$ cat src/rtl/debug_regs_pkg.sv
package debug_regs_pkg;

  localparam int unsigned ADDR_W = 18;

  // register addresses in the debug map
  localparam logic [17:0] ADDR_STATUS = 18'h3FF01;
  localparam logic [17:0] ADDR_FLAGS  = 18'h3FF06;
  localparam logic [17:0] ADDR_PAGE   = 18'h3FF08;
  localparam logic [17:0] ADDR_FAMILY = 18'h3FF0F;

  // status bit positions
  localparam int unsigned ST_ENABLE  = 7;
  localparam int unsigned ST_ACTIVE  = 6;
  localparam int unsigned ST_SDV     = 4;
  localparam int unsigned ST_STEP    = 3;
  localparam int unsigned ST_RELEASE = 1;

  // page register fields
  localparam int unsigned PG_ENABLE = 7;
  localparam int unsigned PG_IDX_HI = 3;

  // reset values
  localparam logic [7:0] FLAGS_RST_SPECIAL = 8'hD8;
  localparam logic [7:0] FLAGS_RST_OTHER   = 8'h00;
  localparam logic [7:0] PAGE_RST          = 8'h00;
  localparam logic [7:0] ZERO_BYTE         = 8'h00;

  // arbitrary neutral family code
  localparam logic [7:0] FAMILY_IDENTIFIER_DEFAULT = 8'h5A;

  typedef struct packed {
    logic        rd;
    logic        wr;
    logic        fw_src;
    logic [17:0] addr;
    logic [7:0]  wdata;
  } reg_req_t;

  typedef struct packed {
    logic       page_en;
    logic [3:0] page_idx;
    logic       global_en;
  } page_sel_t;

endpackage : debug_regs_pkg

$ cat src/rtl/background_debug_registers.sv
// Contract
// - set shift-data-valid when read data sent or write data received
// - clear shift-data-valid on next command received or on debug exit
// - set single-step-active when single-step command is first recognized
// - single-step-active stays set until resume or resume-until; here a status write with ST_STEP low also clears it
// - when secured, release bit writable only in special mode by secure firmware
// - release bit zero on secure entry; secure firmware table then mapped (here only in special mode)
// - erase verified sets release, maps standard table; failure keeps it clear
// - release set means security off; next reset secures again
// - release bit meaningless when flash security byte is unsecured
// - saved flags reset to D8 in special mode, zero otherwise
// - debug entry copies the CPU condition codes into saved flags
// - debug write to saved flags changes the restored condition codes
// - saved flags and page registers accessible only via debug, unsecured
// - page access enable turns paged debug access on or off
// - debug register commands never perform global accesses
// - four-bit page index selects the page for paged debug accesses
// - eight-bit read-only family identifier readable in active debug
// - debug enable gates activation; hardware commands still accepted
// - debug-active set on entry, cleared by firmware store on exit
`timescale 1ns/10ps
`default_nettype none
module background_debug_registers #(
  parameter logic [7:0] FAMILY_IDENTIFIER = debug_regs_pkg::FAMILY_IDENTIFIER_DEFAULT
) (
  input  wire logic                      i_core_clk,
  input  wire logic                      i_rst,
  input  wire logic                      i_special_mode,
  input  wire logic                      i_flash_secured,
  input  wire debug_regs_pkg::reg_req_t  i_req,
  input  wire logic                      i_global_req,
  input  wire logic                      i_reg_cmd,
  input  wire logic                      i_cmd_received,
  input  wire logic                      i_data_done,
  input  wire logic                      i_step_cmd,
  input  wire logic                      i_resume_cmd,
  input  wire logic                      i_enter_req,
  input  wire logic                      i_exit_store,
  input  wire logic                      i_erase_done,
  input  wire logic                      i_erase_ok,
  input  wire logic [7:0]                i_cpu_ccr,
  output logic [7:0]                     o_rdata,
  output logic                           o_rvalid,
  output logic                           o_debug_active,
  output logic                           o_debug_enable,
  output logic                           o_secure,
  output logic                           o_secure_table,
  output logic [7:0]                     o_restore_ccr,
  output var debug_regs_pkg::page_sel_t  o_page
);

  logic       enable,   next_enable;
  logic       active,   next_active;
  logic       shift_data_valid,      next_sdv;
  logic       step,     next_step;
  logic       release_b, next_release;
  logic [7:0] flags,    next_flags;
  logic [7:0] page,     next_page;
  logic [7:0] rdata,    next_rdata;
  logic       rvalid,   next_rvalid;
  logic       secure_latched, next_secure_latched;
  logic       started,  next_started;
  logic       secured;
  logic       access_ok;
  logic [1:0] mode_sync;
  logic [1:0] secured_sync;
  logic       special_mode;
  logic       flash_secured;

  function automatic logic hit(input logic [17:0] a, input logic [17:0] b);
    return a == b;
  endfunction

  // security follows the flash byte unless released
  assign secured   = secure_latched & ~release_b;
  assign access_ok = ~secured;

  // strap pins pass two flops before the capture logic reads them
  always_ff @(posedge i_core_clk) begin
    mode_sync    <= {mode_sync[0], i_special_mode};
    secured_sync <= {secured_sync[0], i_flash_secured};
  end
  assign special_mode  = mode_sync[1];
  assign flash_secured = secured_sync[1];

  always_comb begin
    next_started        = 1'b1;
    next_secure_latched = secure_latched;
    next_enable  = enable;
    next_active  = active;
    next_sdv     = shift_data_valid;
    next_step    = step;
    next_release = release_b;
    next_flags   = flags;
    next_page    = page;
    next_rdata   = rdata;
    next_rvalid  = 1'b0;
    if (!started) begin
      // capture mode straps after release of reset
      next_secure_latched = flash_secured;
      next_release = 1'b0;
      next_active  = special_mode;
      next_enable  = special_mode & ~flash_secured;
      next_flags   = special_mode ? debug_regs_pkg::FLAGS_RST_SPECIAL
                                    : debug_regs_pkg::FLAGS_RST_OTHER;
    end else begin
      if (i_cmd_received) begin
        next_sdv = 1'b0;
      end
      if (i_data_done) begin
        next_sdv = 1'b1;
      end
      if (i_step_cmd) begin
        next_step = 1'b1;
      end else if (i_resume_cmd) begin
        next_step = 1'b0;
      end
      if (i_enter_req && enable && !active) begin
        next_active = 1'b1;
        next_flags  = i_cpu_ccr;
      end
      if (i_exit_store && active) begin
        next_active = 1'b0;
        next_sdv    = 1'b0;
      end
      if (i_erase_done && secure_latched && special_mode) begin
        next_enable  = 1'b1;
        next_release = i_erase_ok;
      end
      if (i_req.wr && access_ok) begin
        if (hit(i_req.addr, debug_regs_pkg::ADDR_FLAGS)) begin
          next_flags = i_req.wdata;
        end
        if (hit(i_req.addr, debug_regs_pkg::ADDR_PAGE)) begin
          next_page = i_req.wdata & 8'h8F;
        end
        if (hit(i_req.addr, debug_regs_pkg::ADDR_STATUS)) begin
          next_enable = i_req.wdata[debug_regs_pkg::ST_ENABLE];
          next_step   = i_req.wdata[debug_regs_pkg::ST_STEP];
        end
      end
      if (i_req.wr && hit(i_req.addr, debug_regs_pkg::ADDR_STATUS)
          && (!secure_latched || (special_mode && i_req.fw_src))) begin
        next_release = i_req.wdata[debug_regs_pkg::ST_RELEASE];
      end
      if (i_req.rd) begin
        next_rvalid = 1'b1;
        next_rdata  = debug_regs_pkg::ZERO_BYTE;
        if (hit(i_req.addr, debug_regs_pkg::ADDR_STATUS) && access_ok) begin
          next_rdata = {enable, active, 1'b0, shift_data_valid, step, 1'b0, release_b, 1'b0};
        end
        if (hit(i_req.addr, debug_regs_pkg::ADDR_FLAGS) && access_ok) begin
          next_rdata = flags;
        end
        if (hit(i_req.addr, debug_regs_pkg::ADDR_PAGE) && access_ok) begin
          next_rdata = page;
        end
        if (hit(i_req.addr, debug_regs_pkg::ADDR_FAMILY) && active) begin
          next_rdata = FAMILY_IDENTIFIER;
        end
      end
    end
  end

  always_ff @(posedge i_core_clk) begin
    if (i_rst) begin
      started        <= 1'b0;
      secure_latched <= 1'b1;
      enable         <= 1'b0;
      active         <= 1'b0;
      shift_data_valid            <= 1'b0;
      step           <= 1'b0;
      release_b      <= 1'b0;
      flags          <= debug_regs_pkg::FLAGS_RST_OTHER;
      page           <= debug_regs_pkg::PAGE_RST;
      rdata          <= debug_regs_pkg::ZERO_BYTE;
      rvalid         <= 1'b0;
    end else begin
      started        <= next_started;
      secure_latched <= next_secure_latched;
      enable         <= next_enable;
      active         <= next_active;
      shift_data_valid            <= next_sdv;
      step           <= next_step;
      release_b      <= next_release;
      flags          <= next_flags;
      page           <= next_page;
      rdata          <= next_rdata;
      rvalid         <= next_rvalid;
    end
  end

  assign o_rdata        = rdata;
  assign o_rvalid       = rvalid;
  assign o_debug_active = active;
  assign o_debug_enable = enable;
  assign o_secure       = secured;
  assign o_secure_table = secure_latched & ~release_b & special_mode;
  assign o_restore_ccr  = flags;
  assign o_page = '{
    page_en:   page[debug_regs_pkg::PG_ENABLE],
    page_idx:  page[debug_regs_pkg::PG_IDX_HI:0],
    global_en: i_global_req & ~i_reg_cmd
  };

  a_sdv_set: assert property (@(posedge i_core_clk) disable iff (i_rst)
    started && i_data_done |=> shift_data_valid)
    else $error("sdv not set");

  a_sdv_clear: assert property (@(posedge i_core_clk) disable iff (i_rst)
    started && i_cmd_received && !i_data_done |=> !shift_data_valid)
    else $error("sdv not cleared");

  a_sdv_exit: assert property (@(posedge i_core_clk) disable iff (i_rst)
    started && i_exit_store && active |=> !shift_data_valid)
    else $error("sdv kept after exit");

  a_step_set: assert property (@(posedge i_core_clk) disable iff (i_rst)
    started && i_step_cmd |=> step)
    else $error("step not set");

  a_step_hold: assert property (@(posedge i_core_clk) disable iff (i_rst)
    started && step && !i_resume_cmd && !(i_req.wr && access_ok) |=> step)
    else $error("step dropped");

  a_step_resume: assert property (@(posedge i_core_clk) disable iff (i_rst)
    started && i_resume_cmd && !i_step_cmd && !i_req.wr |=> !step)
    else $error("step kept after resume");

  a_release_guard: assert property (@(posedge i_core_clk) disable iff (i_rst)
    started && secure_latched && !special_mode && !release_b |=> !release_b)
    else $error("release set outside special mode");

  a_release_zero: assert property (@(posedge i_core_clk) disable iff (i_rst)
    !started |=> !release_b)
    else $error("release not clear after reset");

  a_table_secure: assert property (@(posedge i_core_clk) disable iff (i_rst)
    started && secure_latched && !release_b && special_mode |-> o_secure_table)
    else $error("secure table not mapped");

  a_erase_pass: assert property (@(posedge i_core_clk) disable iff (i_rst)
    started && i_erase_done && i_erase_ok && secure_latched && special_mode
      && !i_req.wr |=> release_b)
    else $error("release not set on erased flash");

  a_erase_fail: assert property (@(posedge i_core_clk) disable iff (i_rst)
    started && i_erase_done && !i_erase_ok && secure_latched && special_mode
      && !i_req.wr |=> !release_b)
    else $error("release set on failed erase");

  a_release_open: assert property (@(posedge i_core_clk) disable iff (i_rst)
    started && release_b |-> !o_secure)
    else $error("secured while released");

  a_flash_open: assert property (@(posedge i_core_clk) disable iff (i_rst)
    started && !secure_latched |-> !o_secure && !o_secure_table)
    else $error("secured with open flash byte");

  a_flags_reset: assert property (@(posedge i_core_clk) disable iff (i_rst)
    !started && special_mode |=> flags == debug_regs_pkg::FLAGS_RST_SPECIAL)
    else $error("flags reset wrong");

  a_flags_entry: assert property (@(posedge i_core_clk) disable iff (i_rst)
    started && i_enter_req && enable && !active && !i_req.wr |=> flags == $past(i_cpu_ccr))
    else $error("flags not saved");

  a_flags_write: assert property (@(posedge i_core_clk) disable iff (i_rst)
    started && i_req.wr && access_ok && hit(i_req.addr, debug_regs_pkg::ADDR_FLAGS)
      |=> o_restore_ccr == $past(i_req.wdata))
    else $error("restore flags not written");

  a_secure_refuse: assert property (@(posedge i_core_clk) disable iff (i_rst)
    started && secured && i_req.rd && hit(i_req.addr, debug_regs_pkg::ADDR_FLAGS)
      |=> o_rdata == debug_regs_pkg::ZERO_BYTE)
    else $error("flags readable while secured");

  a_secure_keep: assert property (@(posedge i_core_clk) disable iff (i_rst)
    started && secured && !i_enter_req |=> $stable(flags))
    else $error("flags written while secured");

  a_read_answer: assert property (@(posedge i_core_clk) disable iff (i_rst)
    started && i_req.rd |=> o_rvalid)
    else $error("read not answered");

  a_read_idle: assert property (@(posedge i_core_clk) disable iff (i_rst)
    !i_req.rd |=> !o_rvalid)
    else $error("read answer without request");

  a_page_write: assert property (@(posedge i_core_clk) disable iff (i_rst)
    started && i_req.wr && access_ok && hit(i_req.addr, debug_regs_pkg::ADDR_PAGE)
      |=> o_page.page_en == $past(i_req.wdata[debug_regs_pkg::PG_ENABLE])
      && o_page.page_idx == $past(i_req.wdata[debug_regs_pkg::PG_IDX_HI:0]))
    else $error("page select not written");

  a_global_block: assert property (@(posedge i_core_clk) disable iff (i_rst)
    i_reg_cmd |-> !o_page.global_en)
    else $error("global access on register command");

  a_family_read: assert property (@(posedge i_core_clk) disable iff (i_rst)
    started && i_req.rd && active && hit(i_req.addr, debug_regs_pkg::ADDR_FAMILY)
      |=> o_rdata == FAMILY_IDENTIFIER)
    else $error("family code not returned");

  a_no_activate: assert property (@(posedge i_core_clk) disable iff (i_rst)
    started && !enable && !active |=> !active)
    else $error("activated while disabled");

  a_enable_capture: assert property (@(posedge i_core_clk) disable iff (i_rst)
    !started |=> enable == ($past(special_mode) && !$past(flash_secured)))
    else $error("enable capture wrong");

  a_active_entry: assert property (@(posedge i_core_clk) disable iff (i_rst)
    started && i_enter_req && enable && !active |=> active)
    else $error("debug entry missed");

  a_active_exit: assert property (@(posedge i_core_clk) disable iff (i_rst)
    started && i_exit_store && active |=> !active)
    else $error("debug exit missed");

endmodule // background_debug_registers
`default_nettype wire

$ cat config.mk
export PLATFORM = sky130hd
export DESIGN_NAME = background_debug_registers
export DESIGN_NICKNAME = d
export VERILOG_FILES = /design/src/rtl/debug_regs_pkg.sv /design/src/rtl/background_debug_registers.sv
export SDC_FILE = /design/constraint.sdc
export NUM_CORES = 1
export LEC_CHECK = 0
export BUFFER_PORTS_ARGS = -buffer_cell sky130_fd_sc_hd__buf_2
export CORE_MARGIN = 4
export CORE_UTILIZATION = 46
export DETAILED_ROUTE_END_ITERATION = 12
export GPL_ROUTABILITY_DRIVEN = 1
export MAX_ROUTING_LAYER = met4
export PLACE_DENSITY = 0.79
export SYNTH_ARGS = -nofsm -noshare
export SYNTH_HDL_FRONTEND = slang
export SYNTH_SLANG_ARGS = --single-unit
$ cat constraint.sdc
create_clock -name i_core_clk -period 2.5 [get_ports i_core_clk]
set_clock_uncertainty 0.2 [all_clocks]
set_input_delay 0.125 -clock i_core_clk [delete_from_list [all_inputs] [get_ports i_core_clk]]
set_output_delay 0.125 -clock i_core_clk [all_outputs]
set_load 0.03 [all_outputs]
==> qor.csv <==
metric,value,unit
fin_tns_setup,0,ns
yosysWarnings,0,
syn2layout_area_growth,39.8,%
drv_cap,0,
reg2reg_slack,0.23,ns
clock_sinks,33,
yosysMostFrequentCell,dfxtp_1,
synth_top_area_share,38.6,%
reg2reg_to,o_restore_ccr[6],
cp-endpoint,o_restore_ccr[6],
clkLatencyLatePin,0.29,ns
cts_tree,yes,
post-cts-setup-buffer-count,0,
reg2regPathDepth,6,
rsz0062_at_grt,no,
postSynthAreaPerCell,8.73,sq um
track_usage,22.8,%
leakage,0.00104,uW
max_slew.worst_pin.slew,0.688,ns
place_area,2150,sq um
yosysTopAreaCell,dfxtp_1,
synth_fp_nets,247,
antenna_found_initial,0,
min_path_type,input pin to flip-flop,
drt_iter0_drc,135,
critical_path_class,flip-flop to flip-flop,
dp_hpwl,4000,microns
wire_per_inst,15.3,microns
finalHoldViolCount,0,
grt_remaining_overflow,0,
ys.flop_type,dfxtp_1,
fp.dieW,69,microns
die_y,69,microns
clkTransAtPathRegs,0.06,ns
n_antenna_cell,0,
hold_buffers,16,
status,"finished, final reports clean",
cts_made_buffers,5,
max_slew_margin,53.8,%
fmax,441,MHz
fp.coreArea,3470,sq um
initial_core_util,49.4,%
netlist_top_cells_area,"dfxtp_1 (39%), a21oi_1 (6.1%), o21ai_0 (5.8%), mux2_2 (5.3%), nand3_1 (4.4%)",
crit_fanout,8,
drive_gt1_share,37.7,%
reg2reg_from,release_b,
synth_edf_count,0,
stdcell_area,2390,sq um
ys_seq_area_share,38.6,%
finalCriticalPeriod,2.27,ns
drcViolationCount,0,
final_nets,342,
setup_violations,0,
grt_pass1_wl,8620,microns
drtPass1Iterations,4,
rows,21,
clock-root-buffer,clkbuf_8,
netlist_top_cells_count,"dfxtp_1 (33), a21oi_1 (21), o21ai_0 (20), nand3_1 (15), nand4_1 (10)",
io_pins,78,
ys_seq_elements,33,
grt_pass1_vias,1816,
async_flop_share,0,%
ir_worst_vdd,330,uV
die_area,4760,sq um
drtAntennaViolNets,0,
slew_violations,0,
gp_congestion,0.926,
post_cts_resized,0,
routed-via-count,1889,
port_buffers,77,
cp.arrival,2.28,ns
power_density,477,nW/um^2
startpoint,release_b,
syn_inst,196,
hold_ws,0.0374,ns
syn_area,1710,sq um
nFillCells,311,
worst_setup_path_start_kind,flip-flop,
htreeDepth,2,
synth.distinct_cells,45,
clk_path_buf_depth,2,
drt-vias-per-instance,5.59,
required,2.51,ns
wl,5190,microns
grt_max_degree,17,
crit_path_end_kind,flip-flop,
post-route-period-util,90.6,%
hold_start,i_cpu_ccr[7],
-- stage by stage --
stage / power (uW) / util, % / setup WS [ns] / std cells
floorplan: 665 / - / 0.446 / 196
global placement: 743 / 62.0 / 0.361 / 314
detailed placement: 748 / 62.0 / 0.308 / 314
CTS: 1140 / 69.0 / 0.285 / 338
global route: 1190 / 69.0 / 0.0333 / 338
finish: 1140 / 69.0 / 0.234 / 338
-- cell type report --
class,count,area [sq um],area share [%]
inverter,6,22.5,0.941
multi-input combinational,145,972,40.6
timing repair buffer,100,598,25.0
clock buffer,6,72.6,3.03
tap,46,57.6,2.40
clock inverter,2,10.0,0.418
sequential,33,661,27.6
-- state kept, by name, indices dropped and copies added (netlist names) --
signal / cells
o_debug_active: 1
step: 1
page: 5
started: 1
o_rvalid: 1
o_debug_enable: 1
secure_latched: 1
o_restore_ccr: 8
secured_sync: 2
mode_sync: 2
o_rdata: 8
release_b: 1
shift_data_valid: 1
-- power by group --
part / switching [uW] / leakage [uW] / total (uW) / internal (uW)
combinational: 107 / 0.000723 / 196 / 89.4
clock: 192 / 0.0000450 / 384 / 192
sequential: 16.7 / 0.000270 / 562 / 545
-- per-layer routing --
layer / global-route usage [%] / share of wire, % / wire length [microns]
met5: - / 0 / 0
met4: 8.46 / 1.5 / 76
met3: 6.40 / 8.8 / 454
met2: 34.3 / 47 / 2460
met1: 29.1 / 42 / 2200
-- kinds of logic (layout without fill, tap and decap cells) --
family                 count (synthesis)  in the layout  share of synthesized area [%]
AO/OA/AOI/OAI                         63             63                           23.5
buffers and inverters                 18            114                           4.60
flip-flops                            33             33                           38.6
multiplexers                          10             10                           6.43
AND/OR/NAND/NOR                       72             72                           26.9
-- worst min-delay path by stage --
stage | end | slack (ns) | depth (start not counted)
3_5_place_dp | secured_sync[0] | 0.03 | 1
2_1_floorplan | mode_sync[0] | -0.05 | 0
5_1_grt | o_restore_ccr[3] | 0.06 | 4
4_1_cts | o_restore_ccr[7] | 0.03 | 4
6_report | o_restore_ccr[7] | 0.04 | 4
3_3_place_gp | mode_sync[0] | 0.03 | 1
-- cell usage in the layout, fill, tap and decap left out, types with 2 or more instances in the layout --
cell	instances
clkinv_1	2
a21oi_1	21
and2_0	2
dlygate4sd3_1	16
mux2i_1	2
mux2_2	8
dfxtp_1	33
nand2b_1	4
o2111ai_1	2
or4_4	2
o21ai_0	20
and2_1	4
inv_1	4
nand3b_1	2
nor2_1	4
a22oi_1	2
a21oi_2	2
and3_1	5
or4bb_1	2
a31oi_2	2
buf_4	7
clkinv_2	2
clkbuf_8	5
o31ai_1	5
nand4_1	10
nand3_1	15
nand2_1	9
nor4b_1	5
buf_2	77
-- worst max-delay path, stage by stage, from the launching register on --
cell and delay [ns]:
dfxtp_1 0.33, nand2b_1 0.25, clkinv_1 0.27, nor3_1 0.63, buf_4 0.26, a21oi_1 0.06
o21ai_0 0.18
Power figures use the tool's default switching activity.
